<file path="src/hw/ddr_port_params.svh">
`ifndef DDR_PORT_PARAMS_SVH
`define DDR_PORT_PARAMS_SVH

// Bus widths
`define DDR_BYTE_W 8
`define DDR_CA_W 48
`define DDR_CA_BYTES 3'h6
`define DDR_CA_RW_BIT 7

// Defaults of the top-level parameters
`define DDR_LAT_CLOCKS_DEF 4
`define DDR_FIFO_DEPTH_DEF 8

// Edge counts per clock cycle, and latency multiplier with extra latency
`define DDR_EDGES_PER_CLK 2
`define DDR_EXTRA_MULT 2

// Reset values of the synchronised control pins {rw_data_strobe, hw_reset_n, pscc, psc, ckc, ck, sel_n}
`define DDR_CTL_RST 7'h21

`endif

</file>
<file path="src/hw/ddr_port_pkg.sv">
package ddr_port_pkg;

  typedef enum logic [2:0] {
    ST_IDLE,
    ST_CA,
    ST_LAT,
    ST_READ,
    ST_WRITE
  } port_state_t;

endpackage : ddr_port_pkg

</file>
<file path="src/hw/ddr_memory_port.sv">
// How it works
// RULE_01 - Select fall starts, select rise ends transaction
// RULE_02 - Main clock may stop between transfers
// RULE_03 - Strobe edges during reads follow shifted clock
// RULE_04 - Host delays shifted clock, normally 90 degrees
// RULE_05 - Host parks shifted clock during writes
// RULE_06 - Host drives shifted complement low when single-ended
// RULE_07 - Differential mode uses both shifted clock pins
// RULE_08 - Single-ended mode ignores clock complement pin
// RULE_09 - Differential transfers referenced to clock crossings
// RULE_10 - Host drives strobe as write byte mask
// RULE_11 - Strobe driven at start, shows extra latency
// RULE_12 - Stacked variant always uses doubled latency
// RULE_13 - Hardware reset low returns device to idle
// RULE_14 - Hardware reset releases strobe and data lines
// RULE_15 - Unconnected hardware reset reads as high; code has no pull-up and only holds it high while the synchroniser is in reset
// RULE_16 - Command-address and data share eight-bit bus
// RULE_17 - Host starts with clock low, select high between
// RULE_18 - Shifted clock delay between 40 and 140 degrees
// RULE_19 - Reads carry one byte per clock edge
`timescale 1ns/10ps
`default_nettype none
`include "ddr_port_params.svh"

module ddr_memory_port #(
  parameter int LAT_CLOCKS = `DDR_LAT_CLOCKS_DEF,
  parameter int FIFO_DEPTH = `DDR_FIFO_DEPTH_DEF,
  parameter bit STACKED = 1'b0
) (
  // Clock and reset
  input wire logic clk_i,
  input wire logic rst_n_i,
  // Bus pins from the host
  input wire logic select_n_i,
  input wire logic clock_i,
  input wire logic clock_complement_i,
  input wire logic shifted_strobe_clock_i,
  input wire logic shifted_strobe_clock_complement_i,
  input wire logic hw_reset_n_i,
  // Shared data bus
  input wire logic [`DDR_BYTE_W-1:0] dq_i,
  output logic [`DDR_BYTE_W-1:0] dq_o,
  output logic dq_oe_o,
  // Read-write data strobe
  input wire logic rw_data_strobe_i,
  output logic rw_data_strobe_o,
  output logic rw_data_strobe_oe_o,
  // Configuration
  input wire logic diff_clock_mode_i,
  input wire logic refresh_pending_i,
  // Command-address out
  output logic [`DDR_CA_W-1:0] command_address_o,
  output logic command_address_valid_o,
  // Write data out
  output logic [`DDR_BYTE_W-1:0] wr_data_o,
  output logic wr_mask_o,
  output logic wr_valid_o,
  // Read data in
  input wire logic [`DDR_BYTE_W-1:0] rd_data_i,
  input wire logic rd_valid_i,
  output logic rd_ready_o,
  // Status
  output ddr_port_pkg::port_state_t state_o
);

  import ddr_port_pkg::*;

  localparam logic [7:0] LAT_EDGES = 8'(LAT_CLOCKS * `DDR_EDGES_PER_CLK);
  localparam logic [7:0] LAT_EDGES_X = 8'(LAT_CLOCKS * `DDR_EDGES_PER_CLK * `DDR_EXTRA_MULT);

  // Reset release
  logic rst_meta_r;
  logic rst_n;

  always_ff @(posedge clk_i or negedge rst_n_i) begin
    if (!rst_n_i) begin
      rst_meta_r <= 1'b0;
      rst_n <= 1'b0;
    end else begin
      rst_meta_r <= 1'b1;
      rst_n <= rst_meta_r;
    end
  end

  // Pin synchronisers
  logic [6:0] ctl_s;
  logic [`DDR_BYTE_W-1:0] dq_s;

  // Reset value keeps the hardware reset pin seen as high
  pin_sync #(.W(7), .RST_VAL(`DDR_CTL_RST)) u_ctl_sync ( // RULE_15
    .clk_i(clk_i),
    .rst_n_i(rst_n),
    .d_i({rw_data_strobe_i, hw_reset_n_i, shifted_strobe_clock_complement_i,
          shifted_strobe_clock_i, clock_complement_i, clock_i, select_n_i}),
    .q_o(ctl_s)
  );

  pin_sync #(.W(`DDR_BYTE_W), .RST_VAL('0)) u_dq_sync (
    .clk_i(clk_i),
    .rst_n_i(rst_n),
    .d_i(dq_i),
    .q_o(dq_s)
  );

  wire sel_s = ctl_s[0];
  wire ck_s = ctl_s[1];
  wire ckc_s = ctl_s[2];
  wire psc_s = ctl_s[3];
  wire pscc_s = ctl_s[4];
  wire hw_n_s = ctl_s[5];
  wire rw_data_strobe_s = ctl_s[6];

  // Clock levels and edges
  logic ck_lvl_r;
  logic psc_lvl_r;
  logic sel_prev_r;

  // Differential: level changes only at a crossing; single-ended: true pin alone
  wire ck_lvl = (diff_clock_mode_i && (ck_s == ckc_s)) ? ck_lvl_r : ck_s; // RULE_08 RULE_09
  wire psc_lvl = (diff_clock_mode_i && (psc_s == pscc_s)) ? psc_lvl_r : psc_s; // RULE_07
  // Edges come from sampled levels, so a stopped clock just gives none
  wire ck_edge = (ck_lvl != ck_lvl_r); // RULE_02
  wire psc_edge = (psc_lvl != psc_lvl_r);
  wire sel_fall = sel_prev_r && !sel_s; // RULE_01
  wire sel_rise = !sel_prev_r && sel_s; // RULE_01

  // Transaction state
  port_state_t state_r;
  port_state_t state_nxt;
  logic [2:0] ca_cnt_r;
  logic [7:0] lat_cnt_r;
  logic [`DDR_CA_W-1:0] ca_sh_r;
  logic ca_read_r;
  logic extra_r;

  wire start = (state_r == ST_IDLE) && sel_fall && hw_n_s;
  wire extra_nxt = start ? (STACKED || refresh_pending_i) : extra_r; // RULE_11 RULE_12
  wire [7:0] lat_last = (extra_r ? LAT_EDGES_X : LAT_EDGES) - 8'h01;
  wire ca_edge = (state_r == ST_CA) && ck_edge;
  wire ca_last = ca_edge && (ca_cnt_r == `DDR_CA_BYTES - 3'h1);
  wire lat_done = (state_r == ST_LAT) && ck_edge && (lat_cnt_r == lat_last);
  wire rd_take = (state_r == ST_READ) && ck_edge && !sel_rise && hw_n_s; // RULE_19
  wire wr_take = (state_r == ST_WRITE) && ck_edge && !sel_rise;
  wire [`DDR_BYTE_W-1:0] fifo_data;
  wire fifo_valid;
  wire [`DDR_BYTE_W-1:0] rd_byte = fifo_valid ? fifo_data : '0;
  wire drive_rw_data_strobe = (state_nxt == ST_CA) || (state_nxt == ST_READ) ||
                    ((state_nxt == ST_LAT) && ca_read_r);

  always_comb begin
    state_nxt = state_r;
    case (state_r)
      ST_IDLE: begin
        if (start) begin
          state_nxt = ST_CA;
        end
      end
      ST_CA: begin
        if (ca_last) begin
          state_nxt = ST_LAT;
        end
      end
      ST_LAT: begin
        if (lat_done) begin
          state_nxt = ca_read_r ? ST_READ : ST_WRITE;
        end
      end
      ST_READ: state_nxt = ST_READ;
      ST_WRITE: state_nxt = ST_WRITE;
      default: state_nxt = ST_IDLE;
    endcase
    if (sel_rise || !hw_n_s) begin
      state_nxt = ST_IDLE; // RULE_01 RULE_13
    end
  end

  always_ff @(posedge clk_i or negedge rst_n) begin
    if (!rst_n) begin
      ck_lvl_r <= 1'b0;
      psc_lvl_r <= 1'b0;
      sel_prev_r <= 1'b1;
      state_r <= ST_IDLE;
      extra_r <= 1'b0;
    end else begin
      ck_lvl_r <= ck_lvl;
      psc_lvl_r <= psc_lvl;
      sel_prev_r <= sel_s;
      state_r <= state_nxt;
      extra_r <= extra_nxt;
    end
  end

  // Command-address capture from the shared bus
  always_ff @(posedge clk_i or negedge rst_n) begin
    if (!rst_n) begin
      ca_cnt_r <= '0;
      ca_sh_r <= '0;
      ca_read_r <= 1'b0;
      lat_cnt_r <= '0;
    end else begin
      if (start) begin
        ca_cnt_r <= '0;
      end else if (ca_edge) begin
        ca_cnt_r <= ca_cnt_r + 3'h1;
        ca_sh_r <= {ca_sh_r[`DDR_CA_W-`DDR_BYTE_W-1:0], dq_s}; // RULE_16
      end
      if (ca_edge && (ca_cnt_r == '0)) begin
        ca_read_r <= dq_s[`DDR_CA_RW_BIT];
      end
      if (state_r != ST_LAT) begin
        lat_cnt_r <= '0;
      end else if (ck_edge) begin
        lat_cnt_r <= lat_cnt_r + 8'h01;
      end
    end
  end

  // Pin drivers
  always_ff @(posedge clk_i or negedge rst_n) begin
    if (!rst_n) begin
      dq_o <= '0;
      dq_oe_o <= 1'b0;
      rw_data_strobe_o <= 1'b0;
      rw_data_strobe_oe_o <= 1'b0;
    end else begin
      dq_oe_o <= (state_nxt == ST_READ); // RULE_14
      rw_data_strobe_oe_o <= drive_rw_data_strobe; // RULE_11 RULE_14
      if (rd_take) begin
        dq_o <= rd_byte; // RULE_19
      end
      if (state_nxt == ST_READ) begin
        rw_data_strobe_o <= psc_lvl; // RULE_03
      end else begin
        rw_data_strobe_o <= extra_nxt; // RULE_11
      end
    end
  end

  // User-side outputs; strobe sampled as write mask
  always_ff @(posedge clk_i or negedge rst_n) begin
    if (!rst_n) begin
      command_address_o <= '0;
      command_address_valid_o <= 1'b0;
      wr_data_o <= '0;
      wr_mask_o <= 1'b0;
      wr_valid_o <= 1'b0;
      state_o <= ST_IDLE;
    end else begin
      command_address_valid_o <= ca_last && !sel_rise && hw_n_s;
      if (ca_last) begin
        command_address_o <= {ca_sh_r[`DDR_CA_W-`DDR_BYTE_W-1:0], dq_s};
      end
      wr_valid_o <= wr_take && hw_n_s;
      if (wr_take) begin
        wr_data_o <= dq_s;
        wr_mask_o <= rw_data_strobe_s; // RULE_10
      end
      state_o <= state_nxt;
    end
  end

  byte_fifo #(.WIDTH(`DDR_BYTE_W), .DEPTH(FIFO_DEPTH)) u_rd_fifo (
    .clk_i(clk_i),
    .rst_n_i(rst_n),
    .in_data_i(rd_data_i),
    .in_valid_i(rd_valid_i),
    .in_ready_o(rd_ready_o),
    .out_data_o(fifo_data),
    .out_valid_o(fifo_valid),
    .out_ready_i(rd_take)
  );
endmodule : ddr_memory_port

`default_nettype wire

</file>
<file path="src/hw/pin_sync.sv">
`timescale 1ns/10ps
`default_nettype none

// Two-flop synchroniser for a group of pins
module pin_sync #(
  parameter int W = 1,
  parameter logic [W-1:0] RST_VAL = '0
) (
  // Clock and reset
  input wire logic clk_i,
  input wire logic rst_n_i,
  // Pins and synchronised copy
  input wire logic [W-1:0] d_i,
  output logic [W-1:0] q_o
);

  logic [W-1:0] meta_r;

  always_ff @(posedge clk_i or negedge rst_n_i) begin
    if (!rst_n_i) begin
      meta_r <= RST_VAL;
      q_o <= RST_VAL;
    end else begin
      meta_r <= d_i;
      q_o <= meta_r;
    end
  end

endmodule : pin_sync

`default_nettype wire

</file>
<file path="src/hw/byte_fifo.sv">
`timescale 1ns/10ps
`default_nettype none

// Flip-flop FIFO with valid/ready on both sides
module byte_fifo #(
  parameter int WIDTH = 8,
  parameter int DEPTH = 8
) (
  // Clock and reset
  input wire logic clk_i,
  input wire logic rst_n_i,
  // Fill side
  input wire logic [WIDTH-1:0] in_data_i,
  input wire logic in_valid_i,
  output logic in_ready_o,
  // Drain side
  output logic [WIDTH-1:0] out_data_o,
  output logic out_valid_o,
  input wire logic out_ready_i
);

  localparam int AW = (DEPTH > 1) ? $clog2(DEPTH) : 1;
  localparam int CW = $clog2(DEPTH + 1);
  localparam logic [CW-1:0] FULL_CNT = CW'(DEPTH);
  localparam logic [AW-1:0] LAST_IDX = AW'(DEPTH - 1);

  logic [WIDTH-1:0] mem_r [DEPTH];
  logic [AW-1:0] wr_ptr_r;
  logic [AW-1:0] rd_ptr_r;
  logic [CW-1:0] count_r;
  logic [CW-1:0] count_nxt;

  wire push = in_valid_i && in_ready_o;
  wire pop = out_valid_o && out_ready_i;

  assign out_valid_o = (count_r != '0);
  assign out_data_o = mem_r[rd_ptr_r];
  assign count_nxt = count_r + CW'(push) - CW'(pop);

  always_ff @(posedge clk_i) begin
    if (push) begin
      mem_r[wr_ptr_r] <= in_data_i;
    end
  end

  always_ff @(posedge clk_i or negedge rst_n_i) begin
    if (!rst_n_i) begin
      wr_ptr_r <= '0;
      rd_ptr_r <= '0;
      count_r <= '0;
      in_ready_o <= 1'b0;
    end else begin
      if (push) begin
        wr_ptr_r <= (wr_ptr_r == LAST_IDX) ? '0 : wr_ptr_r + AW'(1);
      end
      if (pop) begin
        rd_ptr_r <= (rd_ptr_r == LAST_IDX) ? '0 : rd_ptr_r + AW'(1);
      end
      count_r <= count_nxt;
      in_ready_o <= (count_nxt != FULL_CNT);
    end
  end

endmodule : byte_fifo

`default_nettype wire

</file>
<file path="config.mk">
export PLATFORM = sky130hd
export DESIGN_NAME = ddr_memory_port
export DESIGN_NICKNAME = d
export VERILOG_FILES = /design/src/hw/ddr_port_pkg.sv /design/src/hw/ddr_memory_port.sv /design/src/hw/pin_sync.sv /design/src/hw/byte_fifo.sv
export VERILOG_INCLUDE_DIRS = /design/src /design/src/hw
export SDC_FILE = /design/constraint.sdc
export NUM_CORES = 1
export LEC_CHECK = 0
export BUFFER_PORTS_ARGS = -buffer_cell sky130_fd_sc_hd__buf_2
export CORE_MARGIN = 1
export CORE_UTILIZATION = 52
export DETAILED_ROUTE_END_ITERATION = 6
export GPL_TIMING_DRIVEN = 0
export PLACE_DENSITY = 0.75
export SYNTH_ARGS = -nofsm -noshare
export SYNTH_HDL_FRONTEND = slang
export SYNTH_SLANG_ARGS = --single-unit
export TNS_END_PERCENT = 50
</file>
<file path="constraint.sdc">
create_clock -name clk_i -period 5.3 [get_ports clk_i]
set_input_delay 0.265 -clock clk_i [delete_from_list [all_inputs] [get_ports clk_i]]
set_output_delay 0.265 -clock clk_i [all_outputs]
set_load 0.005 [all_outputs]
</file>
# Yosys cells after proc, flatten, opt, wreduce, memory -nomap -nowiden
# Memory sizes are Yosys's and may differ from the RTL's.
# Cells that the tools add are included.
[classes]
n_addsub = 7
n_eq_ne = 16
muxes = 20
bitwise = 1
reduce_logical = 35
[op_table]
columns = ["op", "n"]
rows = [
  ["two-way mux 3 bit", 9],
  ["two-way mux 8 bit", 3],
  ["logical AND 1 bit", 22],
  ["case mux 3 bit (5 select lines)", 1],
  ["equality test 3 x 2 -> 1 bit (second input constant)", 4],
  ["equality test 3 bit (second input constant)", 4],
  ["adder 3 x 1 -> 3 bit (second input constant)", 3],
  ["adder 8 x 1 -> 8 bit (second input constant)", 1],
  ["equality test 8 bit", 1],
  ["equality test 3 x 1 -> 1 bit (second input constant)", 2],
  ["logical NOT 3 bit", 2],
  ["two-way mux 1 bit", 6],
  ["subtractor 5 x 1 -> 6 bit (second input constant)", 1],
  ["two-way mux 5 bit", 1],
  ["adder 4 x 1 -> 4 bit", 1],
  ["logical NOT 1 bit", 4],
  ["inequality test 4 bit (second input constant)", 1],
  ["nonzero test 2 bit", 2],
  ["nonzero test 4 bit", 1],
  ["subtractor 4 x 1 -> 4 bit", 1],
  ["logical OR 1 bit", 3],
  ["inequality test 3 x 2 -> 1 bit (second input constant)", 1],
  ["equality test 1 bit", 2],
  ["AND reduction 2 bit", 1],
  ["other kinds (2)", 2],
]
[totals]
regBits = 172
ram_bits = 64
inputBits = 28
mem_count = 1
[mem_list]
columns = ["name", "words", "word_bits", "rd", "rd_clocked_by_memory_dff", "write_ports", "line_no", "rtl"]
rows = [
  ["u_rd_fifo.mem_r", 8, 8, 1, 0, 1, "byte_fifo.sv:27", "logic [WIDTH-1:0] mem_r [DEPTH];"],
]

# Depth between registers and ports, before layout
# Gate-level depths: netlist (run 1).
[logic_depth]
word_depth = 12
mapped_depth = 14
depth_no_buf = 12

# Cells and area by module
# From an unflattened synthesis (run 1), not the netlist that was laid out.
[hier_totals]
hier_cells = 551
hier_area_um2 = 9090.0
[by_module_without_submodules]
columns = ["mod", "n_inst", "cells_per_inst", "area_each_um2"]
rows = [
  ["ddr_memory_port", 1, 366, 5216.3],
  ["byte_fifo", 1, 155, 3118.0],
  ["pin_sync at u_dq_sync", 1, 16, 400.4],
  ["pin_sync at u_ctl_sync", 1, 14, 355.3],
]

# Least setup slack after synthesis (run 1)
# No wires, ideal clock.
[synth_path]
path_kind = "register -> register"
from = "register, netlist name state_o[2]"
to = "register u_rd_fifo.in_ready_o"
t_arrival_ns = 3.241
required_ns = 5.154
slack_ns = 1.912
stages_incl_launch_ff = 15
synth_period_minus_slack_ns = 3.388
path_cell_list = "dfrtp_1 -> buf_2 -> nand2b_1 -> a211oi_2 -> nand4_2 -> a31o_2 -> buf_4 -> inv_1 -> ha_1 -> inv_1 -> ha_1 -> inv_1 -> fa_1 -> inv_1 -> or4b_2"
[synth_rtl]
columns = ["element", "line_no", "rtl"]
rows = [
  ["to (signal assigned)", "byte_fifo.sv:60", "in_ready_o <= (count_nxt != FULL_CNT);"],
  ["to (decl)", "byte_fifo.sv:15", "output logic in_ready_o,"],
]

==> run summary, run 1 <==
Top cells by instance count after synthesis - 167 x sky130_fd_sc_hd__dfrtp_1, 104 x sky130_fd_sc_hd__mux2_2, 64 x sky130_fd_sc_hd__edfxtp_1
Primary flip-flop cell chosen by synthesis mapping - sky130_fd_sc_hd__dfrtp_1
Crit Path Max Fanout - 10
Effective utilization at floorplan - 53.9%
Reg-to-reg critical path endpoint - u_rd_fifo.in_ready_o
Clock transition at the registers of the reported paths - 0.06 ns
Synthesized instance count - 548
Flop and latch count out of synthesis - 236
DIE AREA - 17900 sq um
Crit-path leading delay family - simple AND/OR/NAND/NOR gates
Hold EP - u_rd_fifo.mem_r[2][3]
Yosys top cell area share - 46.2%
Net count of the finished layout - 738
Largest net degree at the start of global routing - 72
Number of rows created at floorplan - 47
Setup repair after global routing missed its margin - no
Detailed-route wire length - 16300 um
Clock Sinks - 236
Number of maximum-capacitance violations - 0
Detail Placement HPWL - 11200 um
Worst clock skew - 0.0107 ns
Hold Path Cell Cnt - 1
First-pass GRT wire length - 27000 um
Clock insertion delay at the later pin of the skew report - 0.52 ns
Design area - 10900 sq um
Number of global-route vias before repair - 5201
Worst setup slack for register-to-register paths - 1.59 ns
Maximum clock frequency - 0.270 GHz
Number of buffers on the longest clock path - 3
Final Power - 4.21 mW
Reg2reg path depth - 14
Number of inserted diodes - 0
Initial DRC Count - 183
Transition at the pin with the smallest max-transition slack - 1.23 ns
Fin crit period - 3.71 ns
Worst supply voltage drop on vdd - 350 uV
Detail-routed via count per cell - 5.33
Dominant cell type by area after synthesis - sky130_fd_sc_hd__dfrtp_1
Number of routed nets with antenna violations - 0
GRT overflow - 0
Tcrit/Tclk final - 69.9%
Number of endpoints failing setup at the final stage - 0
Master cell of the clock root buffer - sky130_fd_sc_hd__clkbuf_16
Routed wire length per instance - 17.5 um
Number of detailed-routing iterations run before antenna repair - 7
Quantity of I/O buffers inserted on ports - 101
Critical path start-end classification - register to register
Register area share after synthesis - 69.0%
Slew HR - 17.7%
Critical Path Start - state_o[2]
Worst EP required - 5.68 ns
CTS tree - built
Area growth syn-to-layout - 20.2%
TritonCTS buffer count - 25
Total number of vias - 4987
Critical register-to-register path startpoint - state_o[2]
Result of the run - complete, no violations
PwrDens - 388 nW/um^2
DRC - 0
Share of synthesized registers carrying an async set or reset - 72.9%
Biggest area contributors in the synthesized netlist - sky130_fd_sc_hd__dfrtp_1 46%, sky130_fd_sc_hd__edfxtp_1 21%, sky130_fd_sc_hd__mux2_2 13%
Post-placement cell area - 9890 sq um
Post-synth design cell area - 9040 sq um
CP arrival - 4.09 ns
Cell-by-cell listing of the critical path - buf_2 -> nand2b_1 -> a211oi_2 -> nand4_2 -> a31o_2 -> buf_4 -> inv_1 -> ha_1 -> inv_1 -> ha_1 -> a21o_1 -> a21oi_1 -> xor2_1 -> or4b_2
Number of warning messages in the yosys log - 0
Yosys cell types - 52
DIE WIDTH - 134 um
Number of antenna violations at the first check in global routing - 0
Hold Fails Final Rpt - 0
Count of pins over their slew limit - 0
Core area - 16800 sq um
Worst hold slack after final layout - 0.0246 ns
Hold Path Class - input port to register
Source of the worst hold timing path - rd_data_i[3]
Post-synthesis average cell area - 16.5 sq um
Static Leak - 5.04 nW
Buffers and inverters on the worst path - 4
Net Count, Synth - 590
Cell with the largest stage delay on the worst path - sky130_fd_sc_hd__or4b_2
Top Ports - 102
GPL Wtd Cong - 0.885
Critical Path Sink Type - register
Worst path max stage delay - 0.59 ns
Most instantiated library cell after synthesis - sky130_fd_sc_hd__dfrtp_1
DIE HEIGHT - 134 um
GRT Util Overall - 19.1%
Share of final-layout standard cells stronger than drive strength 1 - 41.1%
H-Tree Level Count - 1
CP Launch Type - register
Number of synthesized flops with an enable pin - 64
## worst register-to-register path, stage by stage, from the launching register on
cell and delay [ns]:
sky130_fd_sc_hd__dfrtp_1 0.38, sky130_fd_sc_hd__buf_2 0.18, sky130_fd_sc_hd__nand2b_1 0.27, sky130_fd_sc_hd__a211oi_2 0.25, sky130_fd_sc_hd__nand4_2 0.26, sky130_fd_sc_hd__a31o_2 0.33, sky130_fd_sc_hd__buf_4 0.17, sky130_fd_sc_hd__inv_1 0.06
sky130_fd_sc_hd__ha_1 0.19, sky130_fd_sc_hd__inv_1 0.06, sky130_fd_sc_hd__ha_1 0.26, sky130_fd_sc_hd__a21o_1 0.18, sky130_fd_sc_hd__a21oi_1 0.17, sky130_fd_sc_hd__xor2_1 0.22, sky130_fd_sc_hd__or4b_2 0.59
## registers in the layout (all words and copies together), names as in the netlist, 3 cells and up
register,flops
state_o,3
command_address_o,48
u_ctl_sync.meta_r,7
u_dq_sync.q_o,8
u_rd_fifo.rd_ptr_r,3
wr_data_o,8
dq_o,8
u_rd_fifo.mem_r,64
ca_sh_r,40
u_dq_sync.meta_r,8
u_rd_fifo.count_r,4
lat_cnt_r,8
u_ctl_sync.q_o,7
ca_cnt_r,3
u_rd_fifo.wr_ptr_r,3
## layout by cell type, fill, tap and decap left out, types with 2 or more instances in the layout
| master | count |
|---|---|
| sky130_fd_sc_hd__dfrtp_1 | 166 |
| sky130_fd_sc_hd__buf_2 | 109 |
| sky130_fd_sc_hd__mux2_2 | 104 |
| sky130_fd_sc_hd__edfxtp_1 | 64 |
| sky130_fd_sc_hd__clkbuf_16 | 25 |
| sky130_fd_sc_hd__nor2_1 | 21 |
| sky130_fd_sc_hd__nand2_1 | 18 |
| sky130_fd_sc_hd__inv_1 | 17 |
| sky130_fd_sc_hd__o21ai_0 | 17 |
| sky130_fd_sc_hd__dlygate4sd3_1 | 17 |
| sky130_fd_sc_hd__mux4_2 | 16 |
| sky130_fd_sc_hd__ha_1 | 13 |
| sky130_fd_sc_hd__mux2i_1 | 9 |
| sky130_fd_sc_hd__clkbuf_1 | 8 |
| sky130_fd_sc_hd__xor2_1 | 8 |
| sky130_fd_sc_hd__nand2b_1 | 7 |
| sky130_fd_sc_hd__nor3_1 | 6 |
| sky130_fd_sc_hd__clkinv_2 | 6 |
| sky130_fd_sc_hd__nand4_1 | 5 |
| sky130_fd_sc_hd__clkbuf_8 | 5 |
| sky130_fd_sc_hd__dfstp_2 | 5 |
| sky130_fd_sc_hd__xnor2_1 | 4 |
| sky130_fd_sc_hd__buf_4 | 4 |
| sky130_fd_sc_hd__a21oi_1 | 4 |
| sky130_fd_sc_hd__nor2b_1 | 4 |
| sky130_fd_sc_hd__nand3_1 | 4 |
| sky130_fd_sc_hd__buf_6 | 4 |
| sky130_fd_sc_hd__clkinv_1 | 3 |
| sky130_fd_sc_hd__nand4_2 | 2 |
| sky130_fd_sc_hd__a21o_1 | 2 |
| sky130_fd_sc_hd__and2_1 | 2 |
| sky130_fd_sc_hd__nand3b_1 | 2 |
| sky130_fd_sc_hd__nor3b_1 | 2 |
| sky130_fd_sc_hd__and3_1 | 2 |
| sky130_fd_sc_hd__buf_1 | 2 |
| sky130_fd_sc_hd__inv_6 | 2 |
| sky130_fd_sc_hd__buf_16 | 2 |
## power breakdown
part,switching [mW],total (mW),internal (mW)
clock network,0.671,1.66,0.985
logic,0.198,0.381,0.183
registers,0.114,2.17,2.06
total,0.983,4.21,3.23
## logic make-up (layout without fill, tap and decap cells)
group / after synthesis / after routing / synth area share, %
and+or+nand+nor: 85 / 85 / 5.19
buffers and inverters: 38 / 205 / 2.15
DFF: 236 / 236 / 69.0
adders and majority gates: 14 / 14 / 2.02
muxes: 130 / 130 / 18.1
other: 1 / 1 / 0.0415
xor gates and xnor gates: 12 / 12 / 1.16
AOI/OAI and AO/OA: 32 / 32 / 2.37
## repair_timing
item                      CTS  global route
hold buffers               17             0
hold endpoints to repair   18             0
setup buffers               0             0
gates resized for setup     0             0
## routing by layer
| metal | GRT usage [%] | routed length, um |
|---|---|---|
| met5 | 0 | 0 |
| met4 | 7.39 | 505 |
| met3 | 2.91 | 701 |
| met2 | 31.6 | 8070 |
| met1 | 25.7 | 7050 |
## through the flow
stage          setup slack, ns  util (%)  TNS [ns]  cells
5_1_grt                   1.31      64.8         0    935
2_1_floorplan            0.161         -         0    548
3_5_place_dp              1.61      59.0         0    872
4_1_cts                   1.57      64.8         0    935
3_3_place_gp             -1.37      58.6   -222.29    869
6_report                  1.59      64.8         0    935
## how the worst max path moves through the flow
stage | end | slack, ns | cells after the start
floorplan | ca_cnt_r[0] | 0.16 | 0
global placement | u_dq_sync.meta_r[3] | -1.37 | 0
detailed placement | u_rd_fifo.in_ready_o | 1.61 | 14
CTS | u_rd_fifo.in_ready_o | 1.57 | 14
global route | u_rd_fifo.in_ready_o | 1.31 | 14
finish | u_rd_fifo.in_ready_o | 1.59 | 14
## cell type report
cell class | instances | area (sq um)
flip-flops and latches | 236 | 6240
fillers | 1222 | 5900
multi-input cells | 274 | 2620
repair buffers | 121 | 738
clock buffers | 34 | 709
well taps | 220 | 275
plain buffers | 21 | 130
clock inverters | 12 | 88.8
inverters | 17 | 63.8
(Power assumes the default switching activity.)
==> run 2, diff against run 1 <==
--- a/config.mk
+++ b/config.mk
@@ -6,12 +6,13 @@
 export SDC_FILE = /design/constraint.sdc
 export NUM_CORES = 1
 export LEC_CHECK = 0
+export ABC_AREA = 1
 export BUFFER_PORTS_ARGS = -buffer_cell sky130_fd_sc_hd__buf_2
 export CORE_MARGIN = 1
-export CORE_UTILIZATION = 52
+export CORE_UTILIZATION = 58
 export DETAILED_ROUTE_END_ITERATION = 6
 export GPL_TIMING_DRIVEN = 0
-export PLACE_DENSITY = 0.75
+export PLACE_DENSITY = 0.79
 export SYNTH_ARGS = -nofsm -noshare
 export SYNTH_HDL_FRONTEND = slang
 export SYNTH_SLANG_ARGS = --single-unit
==> constraint.sdc (replaced) <==
create_clock -name clk_i -period 3.7 [get_ports clk_i]
set_input_delay 0.185 -clock clk_i [delete_from_list [all_inputs] [get_ports clk_i]]
set_output_delay 0.185 -clock clk_i [all_outputs]
set_load 0.005 [all_outputs]
==> run summary, run 2 <==
Registers with the highest flip-flop counts - u_rd_fifo.mem_r x64, command_address_o x48, ca_sh_r x40
Worst hold slack after final layout - 0.0429 ns
Core area - 15300 sq um
Area growth syn-to-layout - 20.8%
Largest register FFs - 64
DIE HEIGHT - 127 um
Worst setup slack for register-to-register paths - 0.94 ns
DIE WIDTH - 127 um
PwrDens - 570 nW/um^2
Result of the run - complete, no violations
TritonCTS buffer count - 24
Detail Placement HPWL - 11900 um
CP arrival - 3.15 ns
Number of global-route vias before repair - 6371
Detail-routed via count per cell - 5.21
Number of routed nets with antenna violations - 0
Source of the worst hold timing path - diff_clock_mode_i
Number of endpoints failing setup at the final stage - 0
Post-synth design cell area - 9100 sq um
Maximum clock frequency - 0.362 GHz
Worst clock skew - 0.00759 ns
Fraction of the mapped netlist area in compound gates - 6.38%
DRC - 0
First-pass GRT wire length - 30400 um
GPL Wtd Cong - 0.793
Quantity of I/O buffers inserted on ports - 101
Setup repair after global routing missed its margin - no
Total number of vias - 6407
Met3 track demand over resource - 3.56%
Xor/xnor cell area share of the yosys netlist - 0.481%
Yosys cell types - 40
Number of detailed-routing iterations run before antenna repair - 5
Global routing met2 resource utilization - 39.5%
Synthesized instance count - 846
Number of inserted diodes - 0
Initial DRC Count - 491
Combinational family with the most area after synthesis - simple AND/OR/NAND/NOR gates
CTS tree - built
Flop and latch count out of synthesis - 236
Most instantiated library cell after synthesis - sky130_fd_sc_hd__nand2_1
Number of warning messages in the yosys log - 0
Critical register-to-register path startpoint - sel_prev_r
Hold Fails Final Rpt - 0
Yosys top cell area share - 45.9%
Effective utilization at floorplan - 59.7%
Hold Path Class - input port to register
Master cell of the clock root buffer - sky130_fd_sc_hd__clkbuf_16
Setup WS pre-CTS - 0.955 ns
Fin crit period - 2.76 ns
Critical Path Start - sel_prev_r
Critical path start-end classification - register to register
Worst EP required - 4.08 ns
Share of final-layout standard cells stronger than drive strength 1 - 18.0%
Critical Path Sink Type - register
Clock insertion delay at the later pin of the skew report - 0.51 ns
Number of synthesized flops with an enable pin - 64
Primary flip-flop cell chosen by synthesis mapping - sky130_fd_sc_hd__dfrtp_1
Multiplexer share of the synthesized area - 1.04%
Top Ports - 102
Top cells by instance count after synthesis - 290 x sky130_fd_sc_hd__nand2_1, 167 x sky130_fd_sc_hd__dfrtp_1, 64 x sky130_fd_sc_hd__edfxtp_1
GRT Util Overall - 23.8%
Count of pins over their slew limit - 0
H-Tree Level Count - 1
Post-synthesis average cell area - 10.8 sq um
Commonest non-fill, non-tap cells in the layout - 290 x sky130_fd_sc_hd__nand2_1, 166 x sky130_fd_sc_hd__dfrtp_1, 110 x sky130_fd_sc_hd__buf_2, 64 x sky130_fd_sc_hd__edfxtp_1, 57 x sky130_fd_sc_hd__nor2_1
DIE AREA - 16200 sq um
Detailed-route wire length - 18200 um
Clock transition at the registers of the reported paths - 0.06 ns
Tcrit/Tclk final - 74.7%
Register area share after synthesis - 68.5%
Crit Path Max Fanout - 5
Simple-gate share of the synthesized area - 17.0%
Register bank with the most flops - u_rd_fifo.mem_r
Met1 Usage GRT - 33.1%
Global routing's busiest layer - met2
Transition at the pin with the smallest max-transition slack - 0.882 ns
Count of cells resized by post-cts repair - 0
Number of maximum-capacitance violations - 0
Total instance count after detailed placement - 1160
Critical Path Sink - u_rd_fifo.in_ready_o
Biggest area contributors in the synthesized netlist - sky130_fd_sc_hd__dfrtp_1 46%, sky130_fd_sc_hd__edfxtp_1 21%, sky130_fd_sc_hd__nand2_1 12%
Dominant cell type by area after synthesis - sky130_fd_sc_hd__dfrtp_1
Slew HR - 41.0%
Clock Sinks - 236
CP Launch Type - register
Reg-to-reg critical path endpoint - u_rd_fifo.in_ready_o
Number of rows created at floorplan - 45
Number of antenna violations at the first check in global routing - 0
Setup WS post-layout - 0.936 ns
Most common cell after layout, fill and taps aside - sky130_fd_sc_hd__nand2_1
Count of non-filler cells in the finished layout - 1230
Worst supply voltage drop on vdd - 372 uV
Static Leak - 5.51 nW
Area share of fa/ha/maj cells after synthesis - 2.01%
Final Power - 6.27 mW
Net count of the finished layout - 1043
Routed wire length per instance - 14.8 um
GRT overflow - 0
Share of synthesized registers carrying an async set or reset - 72.9%
Largest net degree at the start of global routing - 64
Net Count, Synth - 888
Number of buffers on the longest clock path - 3
Reg2reg path depth - 14
==> run 2: cell types whose count changed in the layout (fill, tap and decap cells not counted), moves of 7 or more <==
cell,before,now
sky130_fd_sc_hd__dlygate4sd3_1,17,26
sky130_fd_sc_hd__nor2_1,21,57
sky130_fd_sc_hd__o21ai_0,17,56
sky130_fd_sc_hd__nand3_1,4,19
sky130_fd_sc_hd__a21oi_1,4,13
sky130_fd_sc_hd__nand2_1,18,290
sky130_fd_sc_hd__inv_1,17,52
sky130_fd_sc_hd__o21ai_1,0,15
sky130_fd_sc_hd__nand2b_1,7,0
sky130_fd_sc_hd__mux2_2,104,0
sky130_fd_sc_hd__mux4_2,16,0
sky130_fd_sc_hd__o22ai_1,1,11
==> run 2: cell families after synthesis <==
logic type | after synthesis
DFF | 236
other | 1
adders and majority gates | 14
muxes | 9
and+or+nand+nor | 388
xor gates and xnor gates | 5
buffers and inverters | 86
AOI/OAI and AO/OA | 107
==> run 2: layout make-up <==
type,instances,area (sq um)
flip-flops and latches,236,6240
well taps,211,264
clock buffers,39,747
clock inverters,5,55.1
repair buffers,129,821
multi-input cells,524,2450
plain buffers,30,208
fillers,1092,4270
inverters,56,210
==> run 2: layer usage <==
| metal | part of all wire [%] | up-vias | wire (um) |
|---|---|---|---|
| li1 | - | 3054 | - |
| met2 | 49 | 201 | 8850 |
| met3 | 6.0 | 31 | 1090 |
| met5 | 0 | - | 0 |
| met1 | 44 | 3121 | 7950 |
| met4 | 1.7 | 0 | 302 |
==> run 2: worst max-delay path, stage by stage (launching register included) <==
cell and delay [ns]:
sky130_fd_sc_hd__dfstp_2 0.51, sky130_fd_sc_hd__inv_1 0.04, sky130_fd_sc_hd__nand2_1 0.09, sky130_fd_sc_hd__nand2_1 0.18, sky130_fd_sc_hd__nor2_1 0.23, sky130_fd_sc_hd__nand3_1 0.12, sky130_fd_sc_hd__inv_1 0.17, sky130_fd_sc_hd__ha_1 0.26
sky130_fd_sc_hd__inv_1 0.06, sky130_fd_sc_hd__ha_1 0.15, sky130_fd_sc_hd__inv_1 0.05, sky130_fd_sc_hd__fa_1 0.47, sky130_fd_sc_hd__inv_1 0.05, sky130_fd_sc_hd__nor3_1 0.18, sky130_fd_sc_hd__nand2_1 0.07
==> run 2: timing repair <==
action,CTS,global route
hold endpoints to repair,82,0
buffers inserted,0,0
hold buffers,26,0
==> run 2: metrics by stage <==
stage | instance area, sq um | util [%] | TNS [ns]
global placement | 9870 | 64.7 | -10.97
finish | 11000 | 72.0 | 0
global route | 11000 | 72.0 | 0
CTS | 11000 | 72.0 | 0
floorplan | 9100 | - | 0
detailed placement | 9930 | 65.1 | 0
==> run 2: worst min-delay path by stage <==
stage / to / slack (ns) / depth (start not counted)
after floorplan: rst_meta_r / -0.11 / 0
after global placement: rst_meta_r / -0.03 / 1
after detailed placement: rst_meta_r / -0.03 / 1
after CTS: psc_lvl_r / 0.03 / 3
after global routing: psc_lvl_r / 0.05 / 3
final: psc_lvl_r / 0.04 / 3
==> run 2: where the power goes <==
part,switching (mW),total (mW),internal (mW)
logic,0.392,0.639,0.247
registers,0.202,3.23,3.02
clock network,0.953,2.40,1.45
==> run 3, diff against run 2 <==
--- a/config.mk
+++ b/config.mk
@@ -9,10 +9,10 @@
 export ABC_AREA = 1
 export BUFFER_PORTS_ARGS = -buffer_cell sky130_fd_sc_hd__buf_2
 export CORE_MARGIN = 1
-export CORE_UTILIZATION = 58
+export CORE_UTILIZATION = 52
 export DETAILED_ROUTE_END_ITERATION = 6
 export GPL_TIMING_DRIVEN = 0
-export PLACE_DENSITY = 0.79
+export PLACE_DENSITY = 0.75
 export SYNTH_ARGS = -nofsm -noshare
 export SYNTH_HDL_FRONTEND = slang
 export SYNTH_SLANG_ARGS = --single-unit
==> constraint.sdc (replaced) <==
create_clock -name clk_i -period 2.4 [get_ports clk_i]
set_input_delay 0.12 -clock clk_i [delete_from_list [all_inputs] [get_ports clk_i]]
set_output_delay 0.12 -clock clk_i [all_outputs]
set_load 0.005 [all_outputs]
==> run summary, run 3 (same netlist as run 2, synthesis figures left out) <==
Setup WS pre-CTS - -0.355 ns
Setup WS post-layout - 0.0621 ns
Net count of the finished layout - 1056
Worst supply voltage drop on vdd - 882 uV
Tcrit/Tclk final - 97.4%
Number of maximum-capacitance violations - 0
Maximum clock frequency - 0.428 GHz
CTS tree - built
Core area - 17200 sq um
Critical path start-end classification - register to register
Registers with the highest flip-flop counts - u_rd_fifo.mem_r x64, command_address_o x48, ca_sh_r x40
Hold Fails Final Rpt - 0
CP arrival - 2.73 ns
DIE AREA - 18000 sq um
Quantity of I/O buffers inserted on ports - 101
Effective utilization at floorplan - 53.0%
Static Leak - 5.56 nW
Worst clock skew - 0.00944 ns
TritonCTS buffer count - 24
Fin crit period - 2.34 ns
Detail Placement HPWL - 11900 um
Transition at the pin with the smallest max-transition slack - 0.814 ns
Critical Path Sink Type - register
Share of final-layout standard cells stronger than drive strength 1 - 20.0%
First-pass GRT wire length - 29900 um
DRC - 0
Detail-routed via count per cell - 4.99
Number of antenna violations at the first check in global routing - 0
Largest net degree at the start of global routing - 74
PwrDens - 869 nW/um^2
Area growth syn-to-layout - 22.7%
Number of buffers on the longest clock path - 3
GRT overflow - 0
Master cell of the clock root buffer - sky130_fd_sc_hd__clkbuf_16
Routed wire length per instance - 14.8 um
Count of pins over their slew limit - 0
Clock transition at the registers of the reported paths - 0.06 ns
Detailed-route wire length - 18600 um
Largest register FFs - 64
Initial DRC Count - 384
Number of detailed-routing iterations run before antenna repair - 5
Clock Sinks - 236
Total number of vias - 6267
DIE HEIGHT - 134 um
Top Ports - 102
Number of rows created at floorplan - 48
Worst EP required - 2.79 ns
Number of global-route vias before repair - 6184
Number of inserted diodes - 0
Number of routed nets with antenna violations - 0
Number of endpoints failing setup at the final stage - 0
DIE WIDTH - 134 um
Total of fill cells in the finished design - 1363
Hold Path Class - input port to register
Share of the core filled with cells - 65.0%
Crit Path Max Fanout - 4
CP Launch Type - register
Commonest non-fill, non-tap cells in the layout - 286 x sky130_fd_sc_hd__nand2_1, 166 x sky130_fd_sc_hd__dfrtp_1, 110 x sky130_fd_sc_hd__buf_2, 64 x sky130_fd_sc_hd__edfxtp_1, 56 x sky130_fd_sc_hd__o21ai_0
H-Tree Level Count - 1
Final Power - 9.71 mW
Most common cell after layout, fill and taps aside - sky130_fd_sc_hd__nand2_1
Clock insertion delay at the later pin of the skew report - 0.51 ns
Slew HR - 45.6%
Result of the run - complete, no violations
GPL Wtd Cong - 0.799
Register bank with the most flops - u_rd_fifo.mem_r
GRT Util Overall - 20.9%
==> run 3: changes by cell type in the layout (fill, tap and decap cells not counted), sizes merged <==
cell	before	now
buf	125	136
clkinvlp	2	0
dlygate4sd3	26	28
bufinv	1	2
clkbuf	47	48
==> run 3: routing by layer <==
metal  wire length, um  up-vias  GRT usage (%)  part of all wire (%)
met5                 0        -              0                     0
met4               547        0           6.12                   2.9
met1              8170     2991           27.9                    44
met3               832       45           4.01                   4.5
met2              9060      158           34.8                    49
li1                  -     3073              -                     -
==> run 3: worst max-delay path, cell delays in order, from the launching register on <==
cell and delay [ns]:
sky130_fd_sc_hd__dfrtp_1 0.42, sky130_fd_sc_hd__inv_1 0.12, sky130_fd_sc_hd__nand3_2 0.13, sky130_fd_sc_hd__nor2_4 0.18, sky130_fd_sc_hd__nand3_4 0.10, sky130_fd_sc_hd__inv_4 0.09, sky130_fd_sc_hd__ha_4 0.20, sky130_fd_sc_hd__inv_2 0.06
sky130_fd_sc_hd__ha_4 0.12, sky130_fd_sc_hd__inv_2 0.03, sky130_fd_sc_hd__fa_1 0.51, sky130_fd_sc_hd__inv_2 0.04, sky130_fd_sc_hd__nor3_2 0.14, sky130_fd_sc_hd__nand2_1 0.07
==> run 3: what timing repair did <==
action,CTS,global route
cloned,0,0
pin swaps,5,13
hold endpoints to repair,85,0
resized for setup,9,13
setup endpoints to repair,3,2
setup buffers,7,4
hold buffers,28,0
==> run 3: where the power goes <==
group / internal, mW / switching [mW] / leakage [nW]
Clock: 2.23 / 1.45 / 0.380
Combinational: 0.423 / 0.641 / 2.38
Sequential: 4.66 / 0.308 / 2.80
Total: 7.31 / 2.40 / 5.56
==> run 3: path summary, 6_finish.rpt <==
| path | startpoint | to | cells after the start | slack, ns |
|---|---|---|---|---|
| min in group asynchronous | rst_n | ck_lvl_r | 0 | 0.35 |
| hold reg to reg | rst_n | ck_lvl_r | 0 | 0.35 |
| max in group asynchronous | rst_n | ca_sh_r[27] | 2 | 0.99 |
| setup reg to reg | state_o[2] | u_rd_fifo.in_ready_o | 13 | 0.06 |
| setup / recovery | state_o[2] | u_rd_fifo.in_ready_o | 13 | 0.06 |
| hold / removal | dq_i[4] | u_dq_sync.meta_r[4] | 2 | 0.25 |
==> run 3: cell type report <==
class / instances / area [sq um] / area share [%]
sequential: 236 / 6240 / 55.8
timing repair buffer: 142 / 923 / 8.26
multi-input combinational: 524 / 2530 / 22.6
tap: 225 / 282 / 2.52
inverter: 56 / 213 / 1.90
clock inverter: 4 / 70.1 / 0.627
buffer: 30 / 208 / 1.86
clock buffer: 40 / 712 / 6.37
==> run 3: per-stage QoR <==
stage	setup TNS, ns	area (sq um)	hold WS (ns)	cells
after global routing	-0.0563	11200	0.236	1257
after global placement	-0.395	9890	-0.0938	1172
after detailed placement	-0.534	9950	-0.0903	1174
after floorplan	0	9110	-0.176	846
final	0	11200	0.253	1257
after CTS	0	11100	0.238	1253
